===== config.mk =====
export PLATFORM = sky130hd
export DESIGN_NAME = card_check_guard
export DESIGN_NICKNAME = d
export VERILOG_FILES = /design/src/card_check_pkg.sv /design/src/etu_divider.sv /design/src/card_check_guard.sv
export SDC_FILE = /design/constraint.sdc
export NUM_CORES = 1
export LEC_CHECK = 0
export BUFFER_PORTS_ARGS = -buffer_cell sky130_fd_sc_hd__buf_2
export CORE_MARGIN = 2
export CORE_UTILIZATION = 45
export CTS_CLUSTER_SIZE = 28
export DETAILED_ROUTE_END_ITERATION = 7
export HOLD_SLACK_MARGIN = 0.1
export PLACE_DENSITY = 0.6
export SYNTH_ARGS = -nofsm -noshare
export SYNTH_HDL_FRONTEND = slang
export SYNTH_SLANG_ARGS = --single-unit
export TNS_END_PERCENT = 30

===== constraint.sdc =====
create_clock -name pclk -period 4.89 [get_ports pclk]
set_input_delay 0.489 -clock pclk [delete_from_list [all_inputs] [get_ports pclk]]
set_output_delay 0.489 -clock pclk [all_outputs]
set_load 0.01 [all_outputs]

===== src/card_check_pkg.sv =====
package card_check_pkg;
  localparam int ADDR_W = 18;
  // register indexes; byte address is four times the index
  localparam logic [15:0] IDX_CHECK_HIGH  = 16'hfe14;
  localparam logic [15:0] IDX_CHECK_LOW   = 16'hfe15;
  localparam logic [15:0] IDX_BLOCK_GUARD = 16'hfe16;
  localparam logic [15:0] IDX_EXTRA_GUARD = 16'hfe17;
  localparam logic [15:0] IDX_WAIT_B3     = 16'hfe18;
  localparam logic [15:0] IDX_WAIT_B2     = 16'hfe19;
  localparam logic [15:0] IDX_WAIT_B1     = 16'hfe1a;
  localparam logic [15:0] IDX_WAIT_B0     = 16'hfe1b;
  localparam logic [15:0] IDX_CONTROL     = 16'hfe30;
  localparam logic [15:0] IDX_STATUS      = 16'hfe31;
  localparam logic [15:0] IDX_RATIO       = 16'hfe32;
  localparam logic [7:0]  RST_CHECK_BYTE  = 8'hff;
  localparam logic [7:0]  RST_BLOCK_GUARD = 8'h10;
  localparam logic [7:0]  RST_EXTRA_GUARD = 8'h0c;
  localparam logic [7:0]  RST_WAIT_BYTE   = 8'h00;
  localparam logic [7:0]  RST_CONTROL     = 8'h00;
  localparam logic [12:0] RST_RATIO       = 13'h0174;
  localparam int EXTRA_TOP_POS = 7;
  localparam int BLOCK_MSB_POS = 4;
  localparam int CTRL_T1_POS   = 0;
  localparam int CTRL_GEN_POS  = 1;
  localparam int CTRL_LRC_POS  = 2;
  localparam int STAT_TO_POS   = 0;
  localparam int STAT_OK_POS   = 1;
  localparam int STAT_APP_POS  = 2;
  localparam logic [15:0] CRC_POLY     = 16'h1021;
  localparam logic [15:0] CRC_RESIDUE  = 16'h1d0f;
  localparam logic [8:0]  MIN_GAP_T0   = 9'h00c;
  localparam logic [8:0]  MIN_GAP_T1   = 9'h00b;
  localparam int WAIT_W = 28;

  function automatic logic [ADDR_W-1:0] byte_addr(input logic [15:0] idx);
    byte_addr = {idx, 2'b00};
  endfunction
endpackage


===== src/etu_divider.sv =====
`timescale 1ns/10ps
module etu_divider import card_check_pkg::*; #(
  parameter int RATIO_W = 13
) (
  input  wire logic               pclk,
  input  wire logic               presetn,
  input  wire logic               card_clk_tick,
  input  wire logic [RATIO_W-1:0] ratio,
  output logic                    etu_tick
);
  logic [RATIO_W:0] count;
  logic [RATIO_W:0] limit;

  // one etu is twice the ratio in intermediate clock ticks; ratio 0 acts as 1
  always_comb begin
    limit = (ratio == '0) ? (RATIO_W+1)'(1) : {ratio, 1'b0} - (RATIO_W+1)'(1);
  end

  always_ff @(posedge pclk or negedge presetn) begin
    if (!presetn) begin
      count    <= '0;
      etu_tick <= 1'b0;
    end else begin
      etu_tick <= 1'b0;
      if (card_clk_tick) begin
        if (count >= limit) begin
          count    <= '0;
          etu_tick <= 1'b1;
        end else begin
          count <= count + (RATIO_W+1)'(1);
        end
      end
    end
  end
endmodule


===== src/card_check_guard.sv =====
`timescale 1ns/10ps
module card_check_guard import card_check_pkg::*; #(
  parameter int RATIO_W = 13
) (
  input  wire logic              pclk,
  input  wire logic              presetn,
  input  wire logic              psel,
  input  wire logic              penable,
  input  wire logic              pwrite,
  input  wire logic [ADDR_W-1:0] paddr,
  input  wire logic [31:0]       pwdata,
  output logic [31:0]            prdata,
  output logic                   pready,
  output logic                   pslverr,
  input  wire logic              intermediate_card_clock,
  input  wire logic              tx_data_valid,
  input  wire logic [7:0]        tx_data,
  input  wire logic              tx_data_last,
  output logic                   tx_data_ready,
  output logic                   ser_valid,
  output logic [7:0]             ser_data,
  input  wire logic              ser_ready,
  input  wire logic              rx_start_edge,
  input  wire logic              rx_char_valid,
  input  wire logic [7:0]        rx_char_data,
  output logic                   rx_fifo_valid,
  output logic [7:0]             rx_fifo_data,
  input  wire logic              card_break,
  output logic                   wait_timeout
);
  typedef enum logic [1:0] {tx_data_phase, tx_crc_high, tx_check_tail} tx_state_type;

  logic [7:0]         check_word_high;
  logic [7:0]         check_word_low;
  logic [7:0]         block_guard_time;
  logic [7:0]         extra_guard_low_byte;
  logic [7:0]         wait_limit_byte3;
  logic [7:0]         wait_limit_byte2;
  logic [7:0]         wait_limit_byte1;
  logic [7:0]         wait_limit_byte0;
  logic [7:0]         control;
  logic [RATIO_W-1:0] ratio;
  logic               timeout_flag;
  tx_state_type       tx_state;
  logic               hold_valid;
  logic               hold_last;
  logic [7:0]         send_low;
  logic [9:0]         gap_cnt;
  logic [5:0]         bgt_cnt;
  logic               last_was_rx;
  logic [WAIT_W-1:0]  wait_cnt;
  logic               wait_run;
  logic               etu_tick;
  logic               t1_mode;
  logic               check_generate_enable;
  logic               lrc_mode;
  logic [8:0]         extra_guard_time;
  logic [8:0]         eff_gap;
  logic [4:0]         block_guard;
  logic [WAIT_W-1:0]  wait_limit;
  logic               tx_fire;
  logic               gap_ok;
  logic               block_ok;
  logic               break_hold;
  logic               do_append;
  logic [15:0]        check_word;
  logic [15:0]        next_check;
  logic [7:0]         upd_byte;
  logic               upd_en;
  logic               wr_en;
  logic               rd_setup;
  logic               wait_expire;
  logic               check_ok;

  // bit-serial CRC, msb first, folded over one byte
  function automatic logic [15:0] crc_byte(input logic [15:0] crc, input logic [7:0] d);
    logic [15:0] c;
    c = crc;
    for (int i = 7; i >= 0; i--) begin
      c = (c[15] ^ d[i]) ? ((c << 1) ^ CRC_POLY) : (c << 1);
    end
    crc_byte = c;
  endfunction

  function automatic logic hit(input logic [ADDR_W-1:0] a, input logic [15:0] idx);
    hit = (a == byte_addr(idx));
  endfunction

  assign t1_mode               = control[CTRL_T1_POS];
  assign check_generate_enable = control[CTRL_GEN_POS];
  assign lrc_mode              = control[CTRL_LRC_POS];
  assign extra_guard_time      = {block_guard_time[EXTRA_TOP_POS], extra_guard_low_byte};
  assign block_guard           = block_guard_time[BLOCK_MSB_POS:0];
  assign wait_limit            = {wait_limit_byte3[3:0], wait_limit_byte2,
                                  wait_limit_byte1, wait_limit_byte0};
  assign check_word            = {check_word_high, check_word_low};
  assign check_ok              = lrc_mode ? (check_word_low == 8'h00)
                                          : (check_word == CRC_RESIDUE);

  etu_divider #(.RATIO_W(RATIO_W)) u_etu (
    .pclk          (pclk),
    .presetn       (presetn),
    .card_clk_tick (intermediate_card_clock),
    .ratio         (ratio),
    .etu_tick      (etu_tick)
  );

  // apb slave: zero wait states, error on unmapped index
  assign pready   = 1'b1;
  assign wr_en    = psel & penable & pwrite;
  assign rd_setup = psel & ~penable & ~pwrite;

  always_comb begin
    pslverr = 1'b0;
    if (psel && penable) begin
      pslverr = ~(hit(paddr, IDX_CHECK_HIGH) | hit(paddr, IDX_CHECK_LOW) |
                  hit(paddr, IDX_BLOCK_GUARD) | hit(paddr, IDX_EXTRA_GUARD) |
                  hit(paddr, IDX_WAIT_B3) | hit(paddr, IDX_WAIT_B2) |
                  hit(paddr, IDX_WAIT_B1) | hit(paddr, IDX_WAIT_B0) |
                  hit(paddr, IDX_CONTROL) | hit(paddr, IDX_STATUS) |
                  hit(paddr, IDX_RATIO));
    end
  end

  always_ff @(posedge pclk or negedge presetn) begin
    if (!presetn) begin
      prdata <= '0;
    end else if (rd_setup) begin
      prdata <= '0;
      if (hit(paddr, IDX_CHECK_HIGH))  prdata[7:0] <= check_word_high;
      if (hit(paddr, IDX_CHECK_LOW))   prdata[7:0] <= check_word_low;
      if (hit(paddr, IDX_BLOCK_GUARD)) prdata[7:0] <= block_guard_time;
      if (hit(paddr, IDX_EXTRA_GUARD)) prdata[7:0] <= extra_guard_low_byte;
      if (hit(paddr, IDX_WAIT_B3))     prdata[7:0] <= wait_limit_byte3;
      if (hit(paddr, IDX_WAIT_B2))     prdata[7:0] <= wait_limit_byte2;
      if (hit(paddr, IDX_WAIT_B1))     prdata[7:0] <= wait_limit_byte1;
      if (hit(paddr, IDX_WAIT_B0))     prdata[7:0] <= wait_limit_byte0;
      if (hit(paddr, IDX_CONTROL))     prdata[7:0] <= control;
      if (hit(paddr, IDX_RATIO))       prdata[RATIO_W-1:0] <= ratio;
      if (hit(paddr, IDX_STATUS)) begin
        prdata[STAT_TO_POS]  <= timeout_flag;
        prdata[STAT_OK_POS]  <= check_ok;
        prdata[STAT_APP_POS] <= (tx_state != tx_data_phase);
      end
    end
  end

  always_ff @(posedge pclk or negedge presetn) begin
    if (!presetn) begin
      block_guard_time     <= RST_BLOCK_GUARD;
      extra_guard_low_byte <= RST_EXTRA_GUARD;
      wait_limit_byte3     <= RST_WAIT_BYTE;
      wait_limit_byte2     <= RST_WAIT_BYTE;
      wait_limit_byte1     <= RST_WAIT_BYTE;
      wait_limit_byte0     <= RST_WAIT_BYTE;
      control              <= RST_CONTROL;
      ratio                <= RST_RATIO;
    end else if (wr_en) begin
      // bits 6:5 of the block guard register are reserved and read zero
      if (hit(paddr, IDX_BLOCK_GUARD)) block_guard_time <= pwdata[7:0] & 8'h9f;
      if (hit(paddr, IDX_EXTRA_GUARD)) extra_guard_low_byte <= pwdata[7:0];
      if (hit(paddr, IDX_WAIT_B3))     wait_limit_byte3 <= pwdata[7:0] & 8'h0f;
      if (hit(paddr, IDX_WAIT_B2))     wait_limit_byte2 <= pwdata[7:0];
      if (hit(paddr, IDX_WAIT_B1))     wait_limit_byte1 <= pwdata[7:0];
      if (hit(paddr, IDX_WAIT_B0))     wait_limit_byte0 <= pwdata[7:0];
      if (hit(paddr, IDX_CONTROL))     control <= pwdata[7:0] & 8'h07;
      if (hit(paddr, IDX_RATIO))       ratio <= pwdata[RATIO_W-1:0];
    end
  end

  // check register: the framing engine hands direct-convention bytes both ways
  assign upd_en   = rx_char_valid | tx_fire;
  assign upd_byte = rx_char_valid ? rx_char_data : ser_data;

  always_comb begin
    next_check = check_word;
    if (lrc_mode) begin
      next_check[7:0] = check_word_low ^ upd_byte;
    end else begin
      next_check = crc_byte(check_word, upd_byte);
    end
  end

  // a firmware reload wins over a same-cycle update so a new message starts clean
  always_ff @(posedge pclk or negedge presetn) begin
    if (!presetn) begin
      check_word_high <= RST_CHECK_BYTE;
      check_word_low  <= RST_CHECK_BYTE;
    end else begin
      if (upd_en) begin
        check_word_high <= next_check[15:8];
        check_word_low  <= next_check[7:0];
      end
      if (wr_en && hit(paddr, IDX_CHECK_HIGH)) check_word_high <= pwdata[7:0];
      if (wr_en && hit(paddr, IDX_CHECK_LOW))  check_word_low  <= pwdata[7:0];
    end
  end

  // transmit path: one holding byte, then the appended check bytes
  assign eff_gap    = (extra_guard_time > (t1_mode ? MIN_GAP_T1 : MIN_GAP_T0)) ?
                      extra_guard_time : (t1_mode ? MIN_GAP_T1 : MIN_GAP_T0);
  assign gap_ok     = (gap_cnt > {1'b0, eff_gap}); // strict, first etu is partial
  assign block_ok   = ~last_was_rx | (bgt_cnt > {1'b0, block_guard});
  assign break_hold = ~t1_mode & card_break;
  assign ser_valid  = hold_valid & gap_ok & block_ok & ~break_hold;
  assign tx_fire    = ser_valid & ser_ready;
  assign tx_data_ready = (tx_state == tx_data_phase) & ~hold_valid;
  assign do_append  = hold_last & check_generate_enable & t1_mode;

  always_ff @(posedge pclk or negedge presetn) begin
    if (!presetn) begin
      tx_state   <= tx_data_phase;
      hold_valid <= 1'b0;
      hold_last  <= 1'b0;
      ser_data   <= 8'h00;
      send_low   <= 8'h00;
    end else begin
      case (tx_state)
        tx_data_phase: begin
          if (tx_fire && do_append) begin
            send_low  <= next_check[7:0];
            ser_data  <= lrc_mode ? next_check[7:0] : next_check[15:8];
            hold_last <= 1'b0;
            tx_state  <= lrc_mode ? tx_check_tail : tx_crc_high;
          end else if (tx_fire) begin
            hold_valid <= 1'b0;
          end else if (tx_data_valid && tx_data_ready) begin
            hold_valid <= 1'b1;
            ser_data   <= tx_data;
            hold_last  <= tx_data_last;
          end
        end
        tx_crc_high: begin
          if (tx_fire) begin
            ser_data <= send_low;
            tx_state <= tx_check_tail;
          end
        end
        tx_check_tail: begin
          if (tx_fire) begin
            hold_valid <= 1'b0;
            tx_state   <= tx_data_phase;
          end
        end
        default: begin
          tx_state   <= tx_data_phase;
          hold_valid <= 1'b0;
        end
      endcase
    end
  end

  // guard counters restart at start edges and count etus, saturating
  always_ff @(posedge pclk or negedge presetn) begin
    if (!presetn) begin
      gap_cnt     <= '1;
      bgt_cnt     <= '1;
      last_was_rx <= 1'b0;
    end else begin
      if (tx_fire) begin
        gap_cnt <= '0;
      end else if (etu_tick && gap_cnt != '1) begin
        gap_cnt <= gap_cnt + 10'h001;
      end
      if (rx_start_edge) begin
        bgt_cnt <= '0;
      end else if (etu_tick && bgt_cnt != '1) begin
        bgt_cnt <= bgt_cnt + 6'h01;
      end
      if (rx_start_edge) begin
        last_was_rx <= 1'b1;
      end else if (tx_fire) begin
        last_was_rx <= 1'b0;
      end
    end
  end

  // wait timer; stops after one expiry so the flag is raised once per gap
  assign wait_expire = etu_tick & wait_run & (wait_cnt == wait_limit);

  always_ff @(posedge pclk or negedge presetn) begin
    if (!presetn) begin
      wait_cnt <= '0;
      wait_run <= 1'b0;
    end else begin
      if (tx_fire || (rx_start_edge && !t1_mode)) begin
        wait_cnt <= '0;
        wait_run <= 1'b1;
      end else if (rx_start_edge) begin
        wait_run <= 1'b0;
      end else if (wait_expire) begin
        wait_run <= 1'b0;
      end else if (etu_tick && wait_run) begin
        wait_cnt <= wait_cnt + 28'h0000001;
      end
    end
  end

  // sticky timeout; write one to clear, a new expiry wins over the clear
  always_ff @(posedge pclk or negedge presetn) begin
    if (!presetn) begin
      timeout_flag <= 1'b0;
    end else if (wait_expire) begin
      timeout_flag <= 1'b1;
    end else if (wr_en && hit(paddr, IDX_STATUS) && pwdata[STAT_TO_POS]) begin
      timeout_flag <= 1'b0;
    end
  end
  assign wait_timeout = timeout_flag;

  always_ff @(posedge pclk or negedge presetn) begin
    if (!presetn) begin
      rx_fifo_valid <= 1'b0;
      rx_fifo_data  <= 8'h00;
    end else begin
      rx_fifo_valid <= rx_char_valid;
      if (rx_char_valid) rx_fifo_data <= rx_char_data;
    end
  end
endmodule


; Word-level counts from Yosys, hierarchy flattened
; Index checks and enable logic that the tools add are counted.
[word_totals]
regBits = 178
inputBits = 78
wordCells = 221
[classes]
add_sub_neg = 5
magnitude_cmp = 4
n_eq_ne = 27
mux = 67
bitwise_logic = 51
reduce_logical = 41
[ops]
columns = op, n
row1 = "equality test 18 bit, second input constant", 11
row2 = 2-to-1 mux 8 bit, 21
row3 = 2-to-1 mux 13 bit, 9
row4 = 2-to-1 mux 28 bit, 4
row5 = "adder 28 x 1 -> 28 bit, second input constant", 1
row6 = equality test 28 bit, 1
row7 = 2-to-1 mux 14 bit, 2
row8 = NOT 3 bit, 8
row9 = 2-to-1 mux 10 bit, 2
row10 = nonzero test 2 bit, 10
row11 = AND reduction 2 bit, 9
row12 = 2-to-1 mux 1 bit, 17
row13 = "equality test 16 x 13 -> 1 bit, second input constant", 1
row14 = one-hot mux 8 bit (2 select lines), 1
row15 = "adder 14 x 1 -> 14 bit, second input constant", 1
row16 = bitwise AND 1 bit, 14
row17 = greater-or-equal comparator 14 bit, 1
row18 = "subtractor 14 x 1 -> 14 bit, second input constant", 1
row19 = logical NOT 13 bit, 1
row20 = 2-to-1 mux 6 bit, 2
row21 = OR 1 bit, 12
row22 = logical AND 1 bit, 11
row23 = "adder 10 x 1 -> 10 bit, second input constant", 1
row24 = > comparator 10 x 9 -> 1 bit, 1
row25 = 26 further kinds, 53

; Logic depth before layout (Yosys ltp)
; Gate-level depths: netlist (run 1).
[depth]
ltp_word = 21
ltp_mapped = 19
depth_no_buf = 16

; Modules after synthesis
; Synthesis (run 1) repeated with hierarchy kept, for this count alone.
[hier_totals]
hier_cells = 1124
hier_area_um2 = 10965.5
[modules_own_cells]
columns = mod, n_inst, cells_each, area_each_um2
row1 = card_check_guard, 1, 976, 9684.3
row2 = etu_divider, 1, 148, 1281.2

; Worst setup path after synthesis (run 1)
; OpenSTA, ideal clock, no wires.
[synth_path]
path_type = reg2reg
start = register control[0]
end = register ser_data[3]
setup_ns = 0.119
arrival_ns = 3.705
required_time_ns = 4.771
path_slack_ns = 1.066
path_stages_with_launch = 17
period_less_slack_ns = 3.824
cell_sequence = dfrtp_1 -> inv_1 -> ha_1 -> nor2b_1 -> o21a_1 -> o211ai_1 -> and3_1 -> clkbuf_1 -> mux2i_1 -> ha_1 -> nor2b_1 -> o211ai_1 -> a21oi_1 -> o31ai_1 -> o22ai_1 -> clkbuf_1 -> o21a_1
[synth_between]
elab_chain_cells = 11
word_cells_on_any_way = 19
[synth_lines]
columns = item, line
row1 = "start, declared", card_check_guard.sv:41  ; logic [7:0] control;
row2 = "start signal, assigned", card_check_guard.sv:166  ; if (hit(paddr, IDX_CONTROL)) control <= pwdata[7:0] & 8'h07;
row3 = 2-to-1 mux 3 bit, "card_check_guard.sv:200, card_check_guard.sv:201"
row4 = > comparator 9 bit, card_check_guard.sv:200  ; assign eff_gap = (extra_guard_time > (t1_mode ? MIN_GAP_T1 : MIN_GAP_T0)) ?
row5 = 2-to-1 mux 9 bit, card_check_guard.sv:200
row6 = > comparator 10 x 9 -> 1 bit, card_check_guard.sv:202  ; assign gap_ok = (gap_cnt > {1'b0, eff_gap});
row7 = bitwise AND 1 bit (3 in series), card_check_guard.sv:205  ; assign ser_valid = hold_valid & gap_ok & block_ok & ~break_hold;
row8 = bitwise AND 1 bit, card_check_guard.sv:206  ; assign tx_fire = ser_valid & ser_ready;
row9 = logical AND 1 bit, card_check_guard.sv:220  ; if (tx_fire && do_append) begin
row10 = inequality test 3 x 1 -> 1 bit (no line) (tied with other cells), n/a
row11 = AND reduction 4 bit (no line) or one-hot mux 8 bit (2 select lines) (tied branches), n/a
row12 = "end signal, assigned", card_check_guard.sv:222  ; ser_data <= lrc_mode ? next_check[7:0] : next_check[15:8];
row13 = "end signal, assigned", card_check_guard.sv:229  ; ser_data <= tx_data;
row14 = "end signal, assigned", card_check_guard.sv:235  ; ser_data <= send_low;
row15 = "end, declared", card_check_guard.sv:21  ; output logic [7:0] ser_data,
; Several ways; a longest one is shown, not always the timed one.
; A chain may end at the register's enable or synchronous reset.

; Worst setup path after layout (run 1)
[layout_path]
start = register control[0]
end = output port ser_valid
[layout_between]
elab_chain_cells = 7
word_cells_on_any_way = 10
[layout_lines]
columns = item, line
row1 = 2-to-1 mux 3 bit, "card_check_guard.sv:200, card_check_guard.sv:201"
row2 = > comparator 9 bit, card_check_guard.sv:200
row3 = 2-to-1 mux 9 bit, card_check_guard.sv:200
row4 = > comparator 10 x 9 -> 1 bit, card_check_guard.sv:202
row5 = bitwise AND 1 bit (2 in series), card_check_guard.sv:205
row6 = bitwise AND 1 bit *, card_check_guard.sv:205
row7 = "end, declared", card_check_guard.sv:20  ; output logic ser_valid,
; Mark *: on every way between the ends. The rest lies on a longest branch, timed or not.

==> flow_metrics.py, run 1 <==
metrics = {
    "outcome": {
        "status": "completed",
    },
    "sta": {
        "worst_slack_ns": 0.354,
        "max_slew_margin_pct": 14.3,
        "fin_skew_ns": 0.0109,
        "fmax_ghz": 0.220,
        "period_share_pct": 92.8,
        "setup_tns_ns": 0,
        "setup_violations": 0,
        "hold_viol_final": 0,
        "grt_setup_unrepaired": "false",
        "worst_pin_slew_ns": 1.29,
        "period_needed_ns": 4.54,
        "slew_viol_final": 0,
    },
    "yosys": {
        "synth_xor_xnor_area_share_pct": 9.29,
        "syn_area_per_cell_um2": 9.64,
        "synthAdderAreaFrac_pct": 4.00,
        "async_flop_share_pct": 100,
        "synth_top_family_by_area": "simple AND/OR/NAND/NOR gates",
        "synth.distinct_cells": 76,
        "synth_mux_area_share_pct": 10.3,
        "synthSimpleGateAreaFrac_pct": 17.5,
        "synthCells": 1135,
        "synth_compound_area_share_pct": 13.1,
        "synth_area_um2": 10900,
        "synth_ff_type": "dfrtp_1",
        "synth.yosys.seq_area_share_pct": 41.2,
        "synth-seq-cells": 178,
        "yosysWarnings": 0,
        "synth_edf_count": 0,
    },
    "die": {
        "ios": 132,
        "rows": 57,
        "core_um2": 24100,
        "die_y_um": 160,
        "die_area_um2": 25600,
        "initial_utilization_pct": 45.4,
        "die_x_um": 160,
    },
    "clock_network": {
        "cts_sinks": 178,
        "clk_pin_slew_worst_paths_ns": 0.07,
        "ctsLongestPathBuffers": 2,
        "hold_buffers": 0,
        "post_cts_buffers": 0,
        "clkLatencyLatePin_ns": 0.44,
        "numCtsBuffers": 17,
        "cts-root-buf": "clkbuf_16",
        "cts_resized": 0,
        "tritoncts": "built",
        "h-tree-depth": 4,
    },
    "route": {
        "drtIter0Drc": 507,
        "firstDrtPassIters": 6,
        "wire_per_inst_um": 18.7,
        "antenna_left": 0,
        "routed_via_density": 5.60,
        "wirelength_um": 28500,
        "via_count": 8563,
        "drc": 0,
    },
    "worst_setup_path": {
        "crit_buf_inv": 3,
        "r2r-start": "control[0]",
        "cp.arrival_ns": 4.05,
        "endpoint_kind": "primary output",
        "criticalPathCategory": "reg2out",
        "startpoint": "control[0]",
        "startpoint_type": "register",
        "crit_chain": "inv_1, ha_1, nor2b_1, o21a_1, o211ai_1, and3_1, mux2i_1, ha_1, nor2b_1, o211ai_1, a21oi_1, o31ai_1, buf_4, a21oi_1, buf_2",
        "cp_slowest_stage_delay_ns": 0.52,
        "cp_slowest_cell": "o31ai_1",
        "cp.required_ns": 4.40,
        "cp_max_fo": 6,
        "cp_top_family": "compound AO/OA/AOI/OAI gates",
    },
    "placement": {
        "place_ws_ns": 0.651,
        "portBuffers": 92,
        "placedCellCount": 1498,
        "dp_hpwl_um": 21000,
        "place.gp.congestion": 0.890,
    },
    "cells_and_area": {
        "area_delta_synth_final_pct": 10.6,
        "nets": 1306,
        "layout-drive-gt1-share_pct": 21.6,
        "multi_input_area_um2": 6000,
        "final_core_util_pct": 50.2,
        "seq_area_um2": 4500,
        "diodes": 0,
        "instances_no_fill": 1530,
        "fillers": 2297,
    },
    "grt": {
        "first_global_vias": 8245,
        "grt_pass1_wl_um": 45800,
        "overflow": 0,
        "grt_use_total_pct": 22.8,
        "antenna_found_initial": 0,
        "grt_max_degree": 111,
    },
    "power_and_ir_drop": {
        "power.leakage_uw": 0.00548,
        "ir_worst_vdd_mv": 0.192,
        "total_power_uw": 4460,
        "power_density_nw_per_um2": 368,
    },
    "run": {
        "cap_violations": 0,
    },
    "hold_path": {
        "hp-class": "in2async",
    },
}
[stage by stage]
stage	instance area (um^2)	hold WS (ns)
global route	12100	0.259
detailed placement	11500	0.451
global placement	11500	0.446
floorplan	11000	0.193
CTS	12100	0.230
finish	12100	0.160
[area by class of cell]
cell class / instances / share of cell area (%)
Inverter: 30 / 0.931
Sequential cell: 178 / 37.2
Clock inverter: 15 / 1.09
Multi-Input combinational cell: 867 / 49.6
Timing Repair Buffer: 99 / 4.29
Tap cell: 324 / 3.35
Clock buffer: 17 / 3.52
[worst paths after layout]
path,end,slack (ns),cells after the start
max in group asynchronous,gap_cnt[6],3.55,2
min in group pclk,ratio[12],0.28,2
setup reg to reg,ser_data[3],0.58,15
hold / removal,u_etu.count[0],0.16,1
hold reg to reg,prdata[8],0.46,2
setup / recovery,ser_valid,0.35,15
[cells by family after synthesis]
kind of cell    Yosys count
flops                   178
xor+xnor                108
fa+ha+maj                35
other cells               2
mux                     103
simple gates            384
compound gates          217
buf+inv                 108
[Yosys cell counts, drive strengths merged (6+ instances only)]
library cell,count,area share (%)
o21ai,48,2.2
ha,35,4.0
and4,6,0.48
xnor2,57,4.7
dfrtp,138,32
or2,6,0.34
inv,30,1.0
and3,15,0.86
clkbuf,42,1.5
or4,10,0.75
o211ai,12,0.82
buf,36,2.1
nand3,34,1.6
nor2,104,3.8
nand4,21,1.2
a31oi,10,0.57
xor2,47,3.8
dfstp,40,9.6
nor4,12,0.82
nor3,13,0.64
mux2,66,6.8
a21o,17,1.2
nor2b,6,0.34
or3,21,1.2
o31ai,14,1.0
a21oi,62,2.8
nand2,109,3.7
and2,7,0.40
nand2b,9,0.51
o22ai,7,0.40
mux2i,36,3.3
[layout by cell type (no fill, tap or decap), types with 5 or more instances in the layout]
master / netlist / routed
a22oi_1: 5 / 5
mux2i_1: 36 / 36
and4_1: 6 / 6
xnor2_1: 55 / 55
conb_1: 2 / 20
nor3_1: 12 / 12
dfstp_2: 40 / 40
o211ai_1: 12 / 12
nand2_1: 109 / 109
clkbuf_16: 0 / 17
and3_1: 15 / 15
a31oi_1: 10 / 10
o31ai_1: 13 / 13
o21a_1: 5 / 5
nor2_1: 100 / 100
nand3_1: 34 / 34
dfrtp_1: 138 / 138
nand4_1: 21 / 21
o22ai_1: 7 / 7
and2_1: 7 / 7
clkinvlp_4: 0 / 5
or2_2: 6 / 6
or3_1: 21 / 21
a221oi_1: 5 / 5
nor4_1: 11 / 11
buf_2: 6 / 91
mux2_2: 66 / 66
a21oi_1: 62 / 62
nand2b_1: 9 / 9
a21o_1: 17 / 17
xor2_1: 47 / 47
buf_4: 22 / 7
nor2b_1: 6 / 6
ha_1: 35 / 35
o21ai_0: 48 / 48
or4_1: 8 / 8
inv_1: 30 / 30
[report_power, final]
part	switching [uW]	internal, uW
combinational	674	533
clock	629	704
sequential	227	1690
total	1530	2920
[flip-flops by register name, summed over array words and instances, names as in the netlist, 2 cells and up]
name	cells
bgt_cnt	6
block_guard_time	6
check_word_high	8
check_word_low	8
control	3
extra_guard_low_byte	8
gap_cnt	10
prdata	13
ratio	13
rx_fifo_data	8
send_low	8
ser_data	8
tx_state	2
u_etu.count	14
wait_cnt	28
wait_limit_byte0	8
wait_limit_byte1	8
wait_limit_byte2	8
wait_limit_byte3	4
[per-layer routing]
layer,wire [um],up-vias,global-route usage [%]
li1,-,4135,-
met1,13400,4185,32.2
met2,13500,213,36.9
met3,1270,30,3.25
met4,424,0,6.06
met5,0,-,0
Note: power is estimated with default switching activity, not from simulation.
==> inputs of run 2 (changes only) <==
Settings changed: CORE_MARGIN 2 to 8.
==> flow_metrics.py, run 2 (same netlist as run 1, synthesis figures left out) <==
metrics = {
    "sta": {
        "setup_tns_ns": 0,
        "period_share_pct": 88.8,
        "holdWs_ns": 0.280,
        "period_needed_ns": 4.34,
        "fmax_ghz": 0.230,
        "setup_violations": 0,
        "grt_setup_unrepaired": "false",
        "slew_viol_final": 0,
        "hold_viol_final": 0,
        "max_slew_margin_pct": 26.6,
        "worst_pin_slew_ns": 1.10,
        "fin_skew_ns": 0.0140,
    },
    "route": {
        "wire_per_inst_um": 19.2,
        "drc": 0,
        "antenna_left": 0,
        "firstDrtPassIters": 6,
        "routed_via_density": 5.59,
        "via_count": 8559,
        "drtIter0Drc": 802,
        "wirelength_um": 29400,
    },
    "worst_setup_path": {
        "cp_slowest_stage_delay_ns": 0.45,
        "cp_slowest_cell": "dfrtp_1",
        "criticalPathCategory": "reg2out",
        "endpoint_kind": "primary output",
        "cp.arrival_ns": 3.85,
        "cp_top_family": "compound AO/OA/AOI/OAI gates",
        "crit_chain": "inv_1, ha_1, nor2b_1, o21a_1, o211ai_1, and3_1, mux2i_1, ha_1, nor2b_1, o211ai_1, a21oi_1, o31ai_1, buf_4, a21oi_1, buf_2",
        "crit_buf_inv": 3,
        "startpoint_type": "register",
        "cp_max_fo": 7,
        "cp.required_ns": 4.40,
    },
    "die": {
        "core_um2": 24100,
        "rows": 57,
        "die_area_um2": 29600,
        "die_x_um": 172,
        "ios": 132,
        "die_y_um": 172,
        "initial_utilization_pct": 45.4,
    },
    "placement": {
        "place.gp.congestion": 0.883,
        "portBuffers": 92,
        "dp_hpwl_um": 21600,
    },
    "cells_and_area": {
        "diodes": 0,
        "regMostFlops": "wait_cnt",
        "largest_reg_flops": 28,
        "fillers": 2320,
        "seq_area_um2": 4500,
        "multi_input_area_um2": 6000,
        "nets": 1307,
        "mostFrequentLayoutCells": "dfrtp_1, nand2_1, nor2_1",
        "area_delta_synth_final_pct": 10.9,
        "reg.largest.list": "wait_cnt x28, u_etu.count x14",
        "layout-drive-gt1-share_pct": 21.5,
        "layout_commonest_cell": "dfrtp_1",
    },
    "power_and_ir_drop": {
        "power.leakage_uw": 0.00550,
        "ir_worst_vdd_mv": 0.167,
        "total_power_uw": 4480,
        "power_density_nw_per_um2": 369,
    },
    "clock_network": {
        "tritoncts": "built",
        "cts-root-buf": "clkbuf_16",
        "numCtsBuffers": 17,
        "ctsLongestPathBuffers": 2,
        "cts_resized": 0,
        "clkLatencyLatePin_ns": 0.44,
        "clk_pin_slew_worst_paths_ns": 0.07,
        "h-tree-depth": 4,
        "cts_sinks": 178,
    },
    "grt": {
        "antenna_found_initial": 1,
        "grt_max_degree": 105,
        "first_global_vias": 8410,
        "grt_pass1_wl_um": 46700,
        "overflow": 0,
        "grt_use_total_pct": 20.3,
    },
    "outcome": {
        "status": "completed",
    },
    "run": {
        "cap_violations": 0,
    },
    "hold_path": {
        "hp-class": "in2reg",
    },
}
[run 2: cell count changes in the layout (fill, tap and decap cells not counted)]
cell           change
clkinv_2           -2
clkinvlp_4         -2
buf_12             +1
buf_4              -1
clkbuf_1           +1
clkbuf_8           +1
clkinv_4           +1
dlygate4sd3_1      +1
inv_8              +1
[run 2: what timing repair did]
action                                 4_1_cts  5_1_grt
setup buffers                                0        0
endpoints found under the hold margin        2        0
hold buffers                                 1        0
[run 2: final cells by class]
type	instances	area share (%)
Multi-Input combinational cell	867	49.5
Clock buffer	19	3.65
Sequential cell	178	37.1
Timing Repair Buffer	100	4.46
Inverter	30	0.928
Tap cell	324	3.34
Clock inverter	13	1.04
[run 2: worst paths after layout]
| path | from | endpoint | depth (start not counted) | slack, ns |
|---|---|---|---|---|
| max | control[0] | ser_valid | 15 | 0.55 |
| min | pwdata[12] | ratio[12] | 2 | 0.28 |
| max reg2reg | control[0] | send_low[3] | 15 | 0.74 |
| min reg2reg | prdata[10] | prdata[10] | 2 | 0.46 |
| max in group asynchronous | presetn | extra_guard_low_byte[0] | 3 | 3.22 |
| min in group asynchronous | presetn | u_etu.count[2] | 2 | 0.63 |
[run 2: stage by stage]
| stage | cell area [um^2] | utilization (%) | std cells | worst slack [ns] |
|---|---|---|---|---|
| global route | 12100 | 50.3 | 1531 | 0.200 |
| floorplan | 11000 | - | 1153 | 1.07 |
| detailed placement | 11600 | 47.9 | 1498 | 0.785 |
| global placement | 11600 | 47.9 | 1498 | 0.839 |
| CTS | 12100 | 50.3 | 1531 | 0.497 |
| finish | 12100 | 50.3 | 1531 | 0.548 |
[run 2: report_power, final]
part           leakage (uW)  switching [uW]  internal (uW)
Combinational       0.00299             681            536
Clock              0.000273             623            725
Sequential          0.00224             231           1690
[run 2: per-layer routing]
layer  share of wire, %  GRT usage (%)  up-vias  wire length, um
met2                 47           32.6      196            13800
met3                4.9           3.01       32             1430
met5              0.044              0        -               13
met1                 46           27.8     4205            13600
met4                1.8           6.48        2              528
li1                   -              -     4124                -
